File: config.mk
export PLATFORM = sky130hd
export DESIGN_NAME = icp_i2c_regs
export DESIGN_NICKNAME = d
export VERILOG_FILES = /design/src/core/icp_pkg.sv /design/src/core/icp_i2c_regs.sv
export VERILOG_INCLUDE_DIRS = /design/src /design/src/core
export SDC_FILE = /design/constraint.sdc
export NUM_CORES = 1
export LEC_CHECK = 0
export BUFFER_PORTS_ARGS = -buffer_cell sky130_fd_sc_hd__buf_2
export CORE_MARGIN = 2
export CORE_UTILIZATION = 30
export CTS_CLUSTER_SIZE = 28
export DETAILED_ROUTE_END_ITERATION = 6
export GPL_TIMING_DRIVEN = 0
export PLACE_DENSITY = 0.57
export SKIP_CTS_REPAIR_TIMING = 1
export SKIP_LAST_GASP = 1
export SLEW_MARGIN = 20
export SYNTH_ARGS = -nofsm -noshare
export SYNTH_HDL_FRONTEND = slang
export SYNTH_SLANG_ARGS = --single-unit
File: constraint.sdc
create_clock -name CLK_SYS_I -period 9.3 [get_ports CLK_SYS_I]
set_input_delay 1.395 -clock CLK_SYS_I [delete_from_list [all_inputs] [get_ports CLK_SYS_I]]
set_output_delay 1.395 -clock CLK_SYS_I [all_outputs]
set_load 0.1 [all_outputs]
File: src/core/icp_defines.svh
`ifndef ICP_DEFINES_SVH
`define ICP_DEFINES_SVH
// target addresses selected by the 2-bit fuse
`define ICP_TGT_ADDR0     7'h22
`define ICP_TGT_ADDR1     7'h23
`define ICP_TGT_ADDR2     7'h24
`define ICP_TGT_ADDR3     7'h25
// register offsets
`define ICP_OFF_ID        8'h01
`define ICP_OFF_CC_SW     8'h02
`define ICP_OFF_TX_ROLE   8'h03
`define ICP_OFF_MEASURE   8'h04
`define ICP_OFF_SLICER    8'h05
`define ICP_OFF_GEN_A     8'h06
`define ICP_OFF_RX_CTL    8'h07
`define ICP_OFF_TOGGLE    8'h08
`define ICP_OFF_RETRY     8'h09
`define ICP_OFF_MASK_MAIN 8'h0A
`define ICP_OFF_POWER     8'h0B
`define ICP_OFF_SOFT_RST  8'h0C
`define ICP_OFF_OCP       8'h0D
`define ICP_OFF_MASK_A    8'h0E
`define ICP_OFF_MASK_B    8'h0F
`define ICP_OFF_TOG_EXIT  8'h10
`define ICP_OFF_RETRY_ST  8'h3C
`define ICP_OFF_TOG_ST    8'h3D
`define ICP_OFF_EV_A      8'h3E
`define ICP_OFF_EV_B      8'h3F
`define ICP_OFF_LINE_ST   8'h40
`define ICP_OFF_FIFO_ST   8'h41
`define ICP_OFF_EV_MAIN   8'h42
`define ICP_OFF_FIFO      8'h43
// reset values of writable registers and of the fifo status register
`define ICP_RST_TX_ROLE   8'h20
`define ICP_RST_MEASURE   8'h31
`define ICP_RST_SLICER    8'h60
`define ICP_RST_GEN_A     8'h24
`define ICP_RST_TOGGLE    8'h02
`define ICP_RST_RETRY     8'h06
`define ICP_RST_POWER     8'h01
`define ICP_RST_OCP       8'h0F
`define ICP_RST_FIFO_ST   8'h28
// self-clearing command bits
`define ICP_TX_FLUSH_BIT  6
`define ICP_TX_START_BIT  0
`define ICP_RX_FLUSH_BIT  2
`define ICP_SW_RES_BIT    0
// spike filter: one sample more than the longest spike can cover
`define ICP_SPIKE_NS      50
`define ICP_CLK_NS        8
`define ICP_FILT_CYC      (`ICP_SPIKE_NS / `ICP_CLK_NS + 2)
`endif

File: src/core/icp_pkg.sv
`default_nettype none
package icp_pkg;
	// writable bank, element index = offset - 0x02
	typedef logic [14:0][7:0] icp_ctl_t;

	typedef struct packed {
		logic [7:0] retry_reset;
		logic [7:0] toggle_sop;
		logic [7:0] line;
		logic [7:0] fifo;
	} icp_stat_t;

	typedef struct packed {
		logic [7:0] flags_a;
		logic [7:0] flags_b;
		logic [7:0] flags_main;
	} icp_ev_t;

	typedef enum logic [2:0] {
		ST_IDLE, ST_ADDR, ST_ADDR_ACK, ST_REG,
		ST_WR, ST_WR_ACK, ST_RD, ST_RD_ACK
	} icp_state_t;
endpackage
`default_nettype wire

File: src/core/icp_i2c_regs.sv
`timescale 1ns/100ps
`default_nettype none
`include "icp_defines.svh"

module icp_i2c_regs #(
	parameter logic [3:0] DEV_CODE  = 4'h5, // arbitrary value
	parameter logic [1:0] PROD_CODE = 2'h0, // arbitrary value
	parameter logic [1:0] REV_CODE  = 2'h0  // arbitrary value
) (
	// clock and reset
	input  wire logic               CLK_SYS_I,
	input  wire logic               RST_B_I,
	// serial bus pins
	input  wire logic               SCL_I,
	input  wire logic               SDA_I,
	output logic                    SDA_O,
	output logic                    SDA_OE_O,
	// address strap
	input  wire logic [1:0]         FUSE_I,
	// device side
	output var icp_pkg::icp_ctl_t   CTRL_O,
	input  wire icp_pkg::icp_stat_t STAT_I,
	input  wire icp_pkg::icp_ev_t   EV_SET_I,
	output logic                    TX_PUSH_O,
	output logic [7:0]              TX_DATA_O,
	output logic                    RX_POP_O,
	input  wire logic [7:0]         RX_DATA_I
);
	localparam int unsigned FILT = `ICP_FILT_CYC;
	function automatic logic is_ctl(input logic [7:0] p);
		return (p >= `ICP_OFF_CC_SW) && (p <= `ICP_OFF_TOG_EXIT);
	endfunction
	function automatic logic [7:0] nxt_ptr(input logic [7:0] p);
		return (p == `ICP_OFF_FIFO) ? p : p + 8'h01;
	endfunction
	function automatic icp_pkg::icp_ctl_t ctl_rst();
		icp_pkg::icp_ctl_t r;
		r = '0;
		r[4'(`ICP_OFF_TX_ROLE - `ICP_OFF_CC_SW)] = `ICP_RST_TX_ROLE;
		r[4'(`ICP_OFF_MEASURE - `ICP_OFF_CC_SW)] = `ICP_RST_MEASURE;
		r[4'(`ICP_OFF_SLICER - `ICP_OFF_CC_SW)]  = `ICP_RST_SLICER;
		r[4'(`ICP_OFF_GEN_A - `ICP_OFF_CC_SW)]   = `ICP_RST_GEN_A;
		r[4'(`ICP_OFF_TOGGLE - `ICP_OFF_CC_SW)]  = `ICP_RST_TOGGLE;
		r[4'(`ICP_OFF_RETRY - `ICP_OFF_CC_SW)]   = `ICP_RST_RETRY;
		r[4'(`ICP_OFF_POWER - `ICP_OFF_CC_SW)]   = `ICP_RST_POWER;
		r[4'(`ICP_OFF_OCP - `ICP_OFF_CC_SW)]     = `ICP_RST_OCP;
		return r;
	endfunction
	// ******************************************
	// pin front end
	// ******************************************
	// index 1 is the serial clock, index 0 the data line
	logic [1:0]      sy1_q, sy1_d, sy2_q, sy2_d;
	logic [1:0]      flt_q, flt_d, prv_q, prv_d;
	logic [1:0][2:0] fc_q, fc_d;
	logic [1:0]      fz1_q, fz1_d, fz2_q, fz2_d;
	logic [6:0]      tgt_q, tgt_d;
	always_comb begin
		sy1_d = {SCL_I, SDA_I};
		sy2_d = sy1_q;
		prv_d = flt_q;
		flt_d = flt_q;
		fc_d  = fc_q;
		// a level is taken only once it held for FILT samples
		for (int i = 0; i < 2; i++) begin
			if (sy2_q[i] == flt_q[i]) begin
				fc_d[i] = 3'h0;
			end else if (fc_q[i] == 3'(FILT - 1)) begin
				flt_d[i] = sy2_q[i];
				fc_d[i]  = 3'h0;
			end else begin
				fc_d[i] = fc_q[i] + 3'h1;
			end
		end
		fz1_d = FUSE_I;
		fz2_d = fz1_q;
		case (fz2_q)
			2'h0:    tgt_d = `ICP_TGT_ADDR0;
			2'h1:    tgt_d = `ICP_TGT_ADDR1;
			2'h2:    tgt_d = `ICP_TGT_ADDR2;
			default: tgt_d = `ICP_TGT_ADDR3;
		endcase
	end
	always_ff @(posedge CLK_SYS_I or negedge RST_B_I) begin
		if (!RST_B_I) begin
			{sy1_q, sy2_q, flt_q, prv_q} <= 8'hFF;
			fc_q  <= '0;
			{fz1_q, fz2_q} <= 4'h0;
			tgt_q <= `ICP_TGT_ADDR0;
		end else begin
			{sy1_q, sy2_q, flt_q, prv_q} <= {sy1_d, sy2_d, flt_d, prv_d};
			fc_q  <= fc_d;
			{fz1_q, fz2_q} <= {fz1_d, fz2_d};
			tgt_q <= tgt_d;
		end
	end
	// 125 MHz leaves over 30 samples per half period at 1 MHz
	logic scl_rise, scl_fall, sda_f, start, stop;
	assign scl_rise = flt_q[1] & ~prv_q[1];
	assign scl_fall = ~flt_q[1] & prv_q[1];
	assign sda_f    = flt_q[0];
	assign start    = flt_q[1] & prv_q[1] & prv_q[0] & ~flt_q[0];
	assign stop     = flt_q[1] & prv_q[1] & ~prv_q[0] & flt_q[0];

	// ******************************************
	// protocol and register bank
	// ******************************************
	icp_pkg::icp_state_t st_q, st_d;
	icp_pkg::icp_ctl_t   ctl_q, ctl_d;
	icp_pkg::icp_stat_t  stat_q, stat_d;
	icp_pkg::icp_ev_t    fl_q, fl_d;
	logic [3:0]          cnt_q, cnt_d;
	logic [7:0]          sh_q, sh_d, ptr_q, ptr_d, txd_q, txd_d;
	logic                rw_q, rw_d, oe_q, oe_d;
	logic                push_q, push_d, pop_q, pop_d;
	logic [7:0]          rd_byte;
	logic [3:0]          idx;
	logic                load;
	assign idx = 4'(ptr_q - `ICP_OFF_CC_SW);
	always_comb begin
		case (ptr_q)
			`ICP_OFF_ID:       rd_byte = {DEV_CODE, PROD_CODE, REV_CODE};
			`ICP_OFF_RETRY_ST: rd_byte = stat_q.retry_reset;
			`ICP_OFF_TOG_ST:   rd_byte = stat_q.toggle_sop;
			`ICP_OFF_EV_A:     rd_byte = fl_q.flags_a;
			`ICP_OFF_EV_B:     rd_byte = fl_q.flags_b;
			`ICP_OFF_LINE_ST:  rd_byte = stat_q.line;
			`ICP_OFF_FIFO_ST:  rd_byte = stat_q.fifo;
			`ICP_OFF_EV_MAIN:  rd_byte = fl_q.flags_main;
			`ICP_OFF_FIFO:     rd_byte = RX_DATA_I;
			default:           rd_byte = is_ctl(ptr_q) ? ctl_q[idx] : 8'h00;
		endcase
	end
	always_comb begin
		st_d   = st_q;
		cnt_d  = cnt_q;
		sh_d   = sh_q;
		ptr_d  = ptr_q;
		rw_d   = rw_q;
		oe_d   = oe_q;
		txd_d  = txd_q;
		push_d = 1'b0;
		pop_d  = 1'b0;
		load   = 1'b0;
		stat_d = STAT_I;
		fl_d   = fl_q | EV_SET_I;
		ctl_d  = ctl_q;
		if (ctl_q[4'(`ICP_OFF_SOFT_RST - `ICP_OFF_CC_SW)][`ICP_SW_RES_BIT]) begin
			ctl_d = ctl_rst();
		end
		// command bits act for one cycle and read back as zero
		ctl_d[4'(`ICP_OFF_GEN_A - `ICP_OFF_CC_SW)][`ICP_TX_FLUSH_BIT] = 1'b0;
		ctl_d[4'(`ICP_OFF_GEN_A - `ICP_OFF_CC_SW)][`ICP_TX_START_BIT] = 1'b0;
		ctl_d[4'(`ICP_OFF_RX_CTL - `ICP_OFF_CC_SW)][`ICP_RX_FLUSH_BIT] = 1'b0;
		ctl_d[4'(`ICP_OFF_SOFT_RST - `ICP_OFF_CC_SW)] = 8'h00;
		case (st_q)
			icp_pkg::ST_ADDR, icp_pkg::ST_REG, icp_pkg::ST_WR: begin
				if (scl_rise) begin
					sh_d  = {sh_q[6:0], sda_f};
					cnt_d = cnt_q + 4'h1;
				end else if (scl_fall && cnt_q == 4'h8) begin
					cnt_d = 4'h0;
					oe_d  = 1'b1;
					st_d  = icp_pkg::ST_WR_ACK;
					if (st_q == icp_pkg::ST_ADDR) begin
						if (sh_q[7:1] == tgt_q) begin
							rw_d = sh_q[0];
							st_d = icp_pkg::ST_ADDR_ACK;
						end else begin
							oe_d = 1'b0;
							st_d = icp_pkg::ST_IDLE;
						end
					end else if (st_q == icp_pkg::ST_REG) begin
						ptr_d = sh_q;
					end else begin
						ptr_d = nxt_ptr(ptr_q);
						if (ptr_q == `ICP_OFF_FIFO) begin
							push_d = 1'b1;
							txd_d  = sh_q;
						end else if (is_ctl(ptr_q)) begin
							ctl_d[idx] = sh_q;
						end
					end
				end
			end
			icp_pkg::ST_ADDR_ACK: begin
				if (scl_fall) begin
					if (rw_q) begin
						load = 1'b1;
						st_d = icp_pkg::ST_RD;
					end else begin
						oe_d = 1'b0;
						st_d = icp_pkg::ST_REG;
					end
				end
			end
			icp_pkg::ST_WR_ACK: begin
				if (scl_fall) begin
					oe_d = 1'b0;
					st_d = icp_pkg::ST_WR;
				end
			end
			icp_pkg::ST_RD: begin
				if (scl_rise) begin
					cnt_d = cnt_q + 4'h1;
				end else if (scl_fall && cnt_q == 4'h8) begin
					cnt_d = 4'h0;
					oe_d  = 1'b0;
					st_d  = icp_pkg::ST_RD_ACK;
				end else if (scl_fall) begin
					sh_d = {sh_q[6:0], 1'b0};
					oe_d = ~sh_q[6];
				end
			end
			icp_pkg::ST_RD_ACK: begin
				// rw doubles as the host's ack: low line means more
				if (scl_rise) begin
					rw_d = ~sda_f;
				end else if (scl_fall) begin
					if (rw_q) begin
						load = 1'b1;
						st_d = icp_pkg::ST_RD;
					end else begin
						st_d = icp_pkg::ST_IDLE;
					end
				end
			end
			default: ;
		endcase
		if (load) begin
			sh_d  = rd_byte;
			oe_d  = ~rd_byte[7];
			ptr_d = nxt_ptr(ptr_q);
			pop_d = (ptr_q == `ICP_OFF_FIFO);
			// clear only what was returned; a new event still lands
			case (ptr_q)
				`ICP_OFF_EV_A:    fl_d.flags_a    = EV_SET_I.flags_a;
				`ICP_OFF_EV_B:    fl_d.flags_b    = EV_SET_I.flags_b;
				`ICP_OFF_EV_MAIN: fl_d.flags_main = EV_SET_I.flags_main;
				default: ;
			endcase
		end
		if (start) begin
			st_d  = icp_pkg::ST_ADDR;
			cnt_d = 4'h0;
			oe_d  = 1'b0;
		end else if (stop) begin
			st_d = icp_pkg::ST_IDLE;
			oe_d = 1'b0;
		end
	end
	always_ff @(posedge CLK_SYS_I or negedge RST_B_I) begin
		if (!RST_B_I) begin
			st_q   <= icp_pkg::ST_IDLE;
			{cnt_q, sh_q, ptr_q, rw_q, oe_q, txd_q, push_q, pop_q} <= 32'h0;
			ctl_q  <= ctl_rst();
			stat_q <= '{8'h00, 8'h00, 8'h00, `ICP_RST_FIFO_ST};
			fl_q   <= '0;
		end else begin
			st_q   <= st_d;
			{cnt_q, sh_q, ptr_q, rw_q, oe_q, txd_q, push_q, pop_q} <=
				{cnt_d, sh_d, ptr_d, rw_d, oe_d, txd_d, push_d, pop_d};
			ctl_q  <= ctl_d;
			stat_q <= stat_d;
			fl_q   <= fl_d;
		end
	end
	assign SDA_O     = 1'b0;
	assign SDA_OE_O  = oe_q;
	assign CTRL_O    = ctl_q;
	assign TX_PUSH_O = push_q;
	assign TX_DATA_O = txd_q;
	assign RX_POP_O  = pop_q;
endmodule
`default_nettype wire

==> flow_metrics.py <==
metrics = {
    "yosys": {
        "async_reset_ff_share_pct": 100,
        "ys.flop_type": "dfrtp_1",
        "synth_edf_count": 0,
        "yosysSeqAreaShare_pct": 52.1,
        "synth-seq-cells": 232,
        "synth_common_cells": "dfrtp_1, mux2i_1, nand2_1",
        "netlist.area_leader.share_pct": 45.8,
        "yosysUniqueCellTypes": 71,
        "yosys.area.top_type": "dfrtp_1",
        "syn-num-nets": 1053,
        "synthCells": 970,
        "syn_area_per_cell_um2": 11.6,
        "synth_area_mm2": 0.0112,
        "ys_top_cells_by_area": "dfrtp_1, mux2i_1, dfstp_2, mux4_2, nand2b_1",
        "synth.most_common_cell": "dfrtp_1",
        "yosysWarnings": 0,
    },
    "clock_tree": {
        "cts_tree": "done",
        "htreeDepth": 1,
        "cts_sinks": 232,
        "cts.path.max_buffers": 3,
        "root_buffer": "clkbuf_16",
        "cts_buffers": 27,
        "path_clk_slew_ns": 0.07,
        "clock_latency_ns": 0.55,
    },
    "sta": {
        "fmax_mhz": 193,
        "setup_slack_ns": 4.12,
        "finalSetupViolCount": 0,
        "finalHoldViolCount": 0,
        "fin_skew_ns": 0.0121,
        "worstMarginPinSlew_ns": 1.14,
        "rsz0062_at_grt": "false",
        "slew_viol_final": 0,
        "post-route-min-period_ns": 5.18,
        "post-route-period-util_pct": 55.7,
        "fin_setup_tns_ns": 0,
        "hold_ws_ns": 0.343,
        "slew_headroom_pct": 23.2,
    },
    "hold_path": {
        "hp-start": "fz1_q[0]$_DFF_PN0_",
        "worstHoldPathCells": 0,
        "worst_hold_path.endpoint": "fz2_q[0]$_DFF_PN0_",
        "worstHoldPathType": "flip-flop to flip-flop",
    },
    "power_and_ir_drop": {
        "ir_worst_vdd_mv": 0.140,
        "swShare_pct": 26.6,
        "finalPower_mw": 2.53,
        "seqPwrFrac_pct": 42.7,
        "p_leak_nw": 6.64,
        "clock_power_share_pct": 46.0,
        "power_switching_uw": 673,
        "powerDensity_mw_per_mm2": 183,
        "p_comb_share_pct": 11.3,
        "p_int_mw": 1.86,
    },
    "placed_design": {
        "dpl.cell_count": 1640,
        "portBuffers": 200,
        "pre_cts_ws_ns": 4.30,
        "globalplace.congestion": 0.880,
        "dp_hpwl_mm": 28.7,
        "placed_cell_area_mm2": 0.0129,
    },
    "grt": {
        "grt_max_degree": 97,
        "first_global_vias": 8817,
        "grtUsageTotal_pct": 20.2,
        "grt_pass1_wl_mm": 58.7,
        "antenna_found_initial": 0,
        "grt-ovfl-total": 0,
    },
    "final_layout": {
        "area_growth_pct": 23.4,
        "fin_area_mm2": 0.0138,
        "final_core_util_pct": 37.7,
        "stdcell_count": 1690,
        "layout.nets": 1284,
        "drive_gt1_share_pct": 30.0,
    },
    "outcome": {
        "status": "complete, no violations",
    },
    "detailed_routing": {
        "drtIter0Drc": 770,
        "wl_mm": 39.6,
        "drt_pass1_iterations": 5,
        "vias_per_cell": 5.28,
        "vias": 8931,
        "postRouteAntennaNets": 0,
        "wl_per_cell_um": 23.4,
        "drc": 0,
    },
    "worst_setup_path": {
        "critical_path_class": "flip-flop to flip-flop",
        "crit_required_ns": 9.75,
        "arrival_ns": 5.63,
        "cp-start-kind": "flip-flop",
        "crit_path_max_fanout": 11,
        "end_kind": "flip-flop",
        "r2r_cells": 11,
        "rrSetupSlack_ns": 4.12,
        "rr_endpoint": "CTRL_O[9]$_DFF_PN0_",
        "reg2reg_from": "ptr_q[1]$_DFFE_PN0P_",
    },
    "floorplan": {
        "die-area_mm2": 0.0389,
        "design.core.area_mm2": 0.0367,
        "num_rows": 70,
        "io_pins": 202,
        "die_h_um": 197,
        "initial_core_util_pct": 30.5,
        "chipWidth_um": 197,
    },
    "flow_run": {
        "cap_violations": 0,
    },
}
[power groups by stage]
stage	Clock, mW	Combinational [mW]	Sequential, mW
2_1_floorplan	0	0.158	1.10
3_3_place_gp	0	0.280	1.10
3_5_place_dp	0	0.286	1.10
4_1_cts	1.18	0.287	1.08
5_1_grt	1.23	0.316	1.09
6_report	1.16	0.286	1.08
[final cells by class]
class | count | area (um^2)
Fill cell | 3631 | 22900
Timing Repair Buffer | 202 | 1070
Inverter | 26 | 97.6
Clock inverter | 14 | 220
Sequential cell | 232 | 5840
Buffer | 82 | 367
Clock buffer | 35 | 746
Multi-Input combinational cell | 630 | 4910
Tap cell | 468 | 586
Antenna cell | 1 | 2.50
[flip-flops by register name, indices dropped and copies added, names as in the netlist]
signal / cells
CTRL_O: 120
stat_q: 32
fl_q: 24
TX_DATA_O: 8
ptr_q: 8
sh_q: 8
fc_q: 6
cnt_q: 4
st_q: 3
tgt_q: 3
flt_q: 2
fz1_q: 2
fz2_q: 2
prv_q: 2
sy1_q: 2
sy2_q: 2
RX_POP_O: 1
SDA_OE_O: 1
TX_PUSH_O: 1
rw_q: 1
[metal layers]
| metal | wire length, um | GRT usage [%] | part of all wire (%) |
|---|---|---|---|
| met5 | 0 | 0 | 0 |
| met4 | 1080 | 5.71 | 2.7 |
| met3 | 2720 | 3.65 | 6.9 |
| met2 | 18100 | 31.4 | 46 |
| met1 | 17700 | 28.8 | 45 |
[worst max path at each step]
stage / startpoint / endpoint
2_1_floorplan: ptr_q[1]$_DFFE_PN0P_ / CTRL_O[14]$_DFF_PN0_
3_3_place_gp: RST_B_I / CTRL_O[53]$_DFF_PN0_
3_5_place_dp: ptr_q[1]$_DFFE_PN0P_ / CTRL_O[14]$_DFF_PN0_
4_1_cts: ptr_q[1]$_DFFE_PN0P_ / CTRL_O[14]$_DFF_PN0_
5_1_grt: ptr_q[1]$_DFFE_PN0P_ / CTRL_O[9]$_DFF_PN0_
6_report: ptr_q[1]$_DFFE_PN0P_ / CTRL_O[9]$_DFF_PN0_
[placed cells by master (no fill, tap or decap), types with 6 or more instances in the layout]
master / Yosys / layout
buf_2: 17 / 216
dfrtp_1: 205 / 205
mux2i_1: 83 / 83
nand2_1: 65 / 65
nand2b_1: 64 / 64
clkbuf_1: 53 / 57
o21ai_0: 39 / 39
a21oi_1: 33 / 33
nor2_1: 30 / 30
dfstp_2: 27 / 27
a21o_1: 27 / 27
clkbuf_16: 0 / 27
mux4_2: 25 / 25
inv_1: 23 / 23
mux2_2: 22 / 22
a22oi_1: 18 / 18
nor2b_1: 17 / 17
nor3_1: 16 / 16
and2_1: 15 / 15
nand3_1: 14 / 14
ha_1: 13 / 13
a221oi_1: 10 / 10
o22ai_1: 10 / 10
nor4_1: 9 / 8
and3_1: 8 / 8
o211ai_1: 7 / 7
a211oi_1: 7 / 7
buf_4: 6 / 6
a31oi_1: 6 / 6
a22o_1: 6 / 6
a222oi_1: 6 / 6
[worst max-delay path, cell delays in order (launching register included)]
cell       delay, ns
dfrtp_1         0.41
buf_2           0.35
buf_2           0.45
clkinv_1        0.55
ha_1            0.49
clkbuf_1        0.52
clkbuf_1        0.54
o2111ai_1       0.20
nor3_1          0.90
buf_2           0.42
nand2_1         0.09
o21ai_0         0.13
[cells by family (layout without fill, tap and decap cells)]
group / Yosys count / after routing / share of synthesized area, %
xor+xnor: 10 / 10 / 0.781
fa+ha+maj: 13 / 13 / 1.45
flops: 232 / 232 / 52.1
buf+inv: 108 / 359 / 4.14
mux: 135 / 135 / 15.2
simple gates: 276 / 276 / 14.3
compound gates: 195 / 195 / 12.0
other cells: 1 / 2 / 0.0335
(Power assumes the default switching activity.)
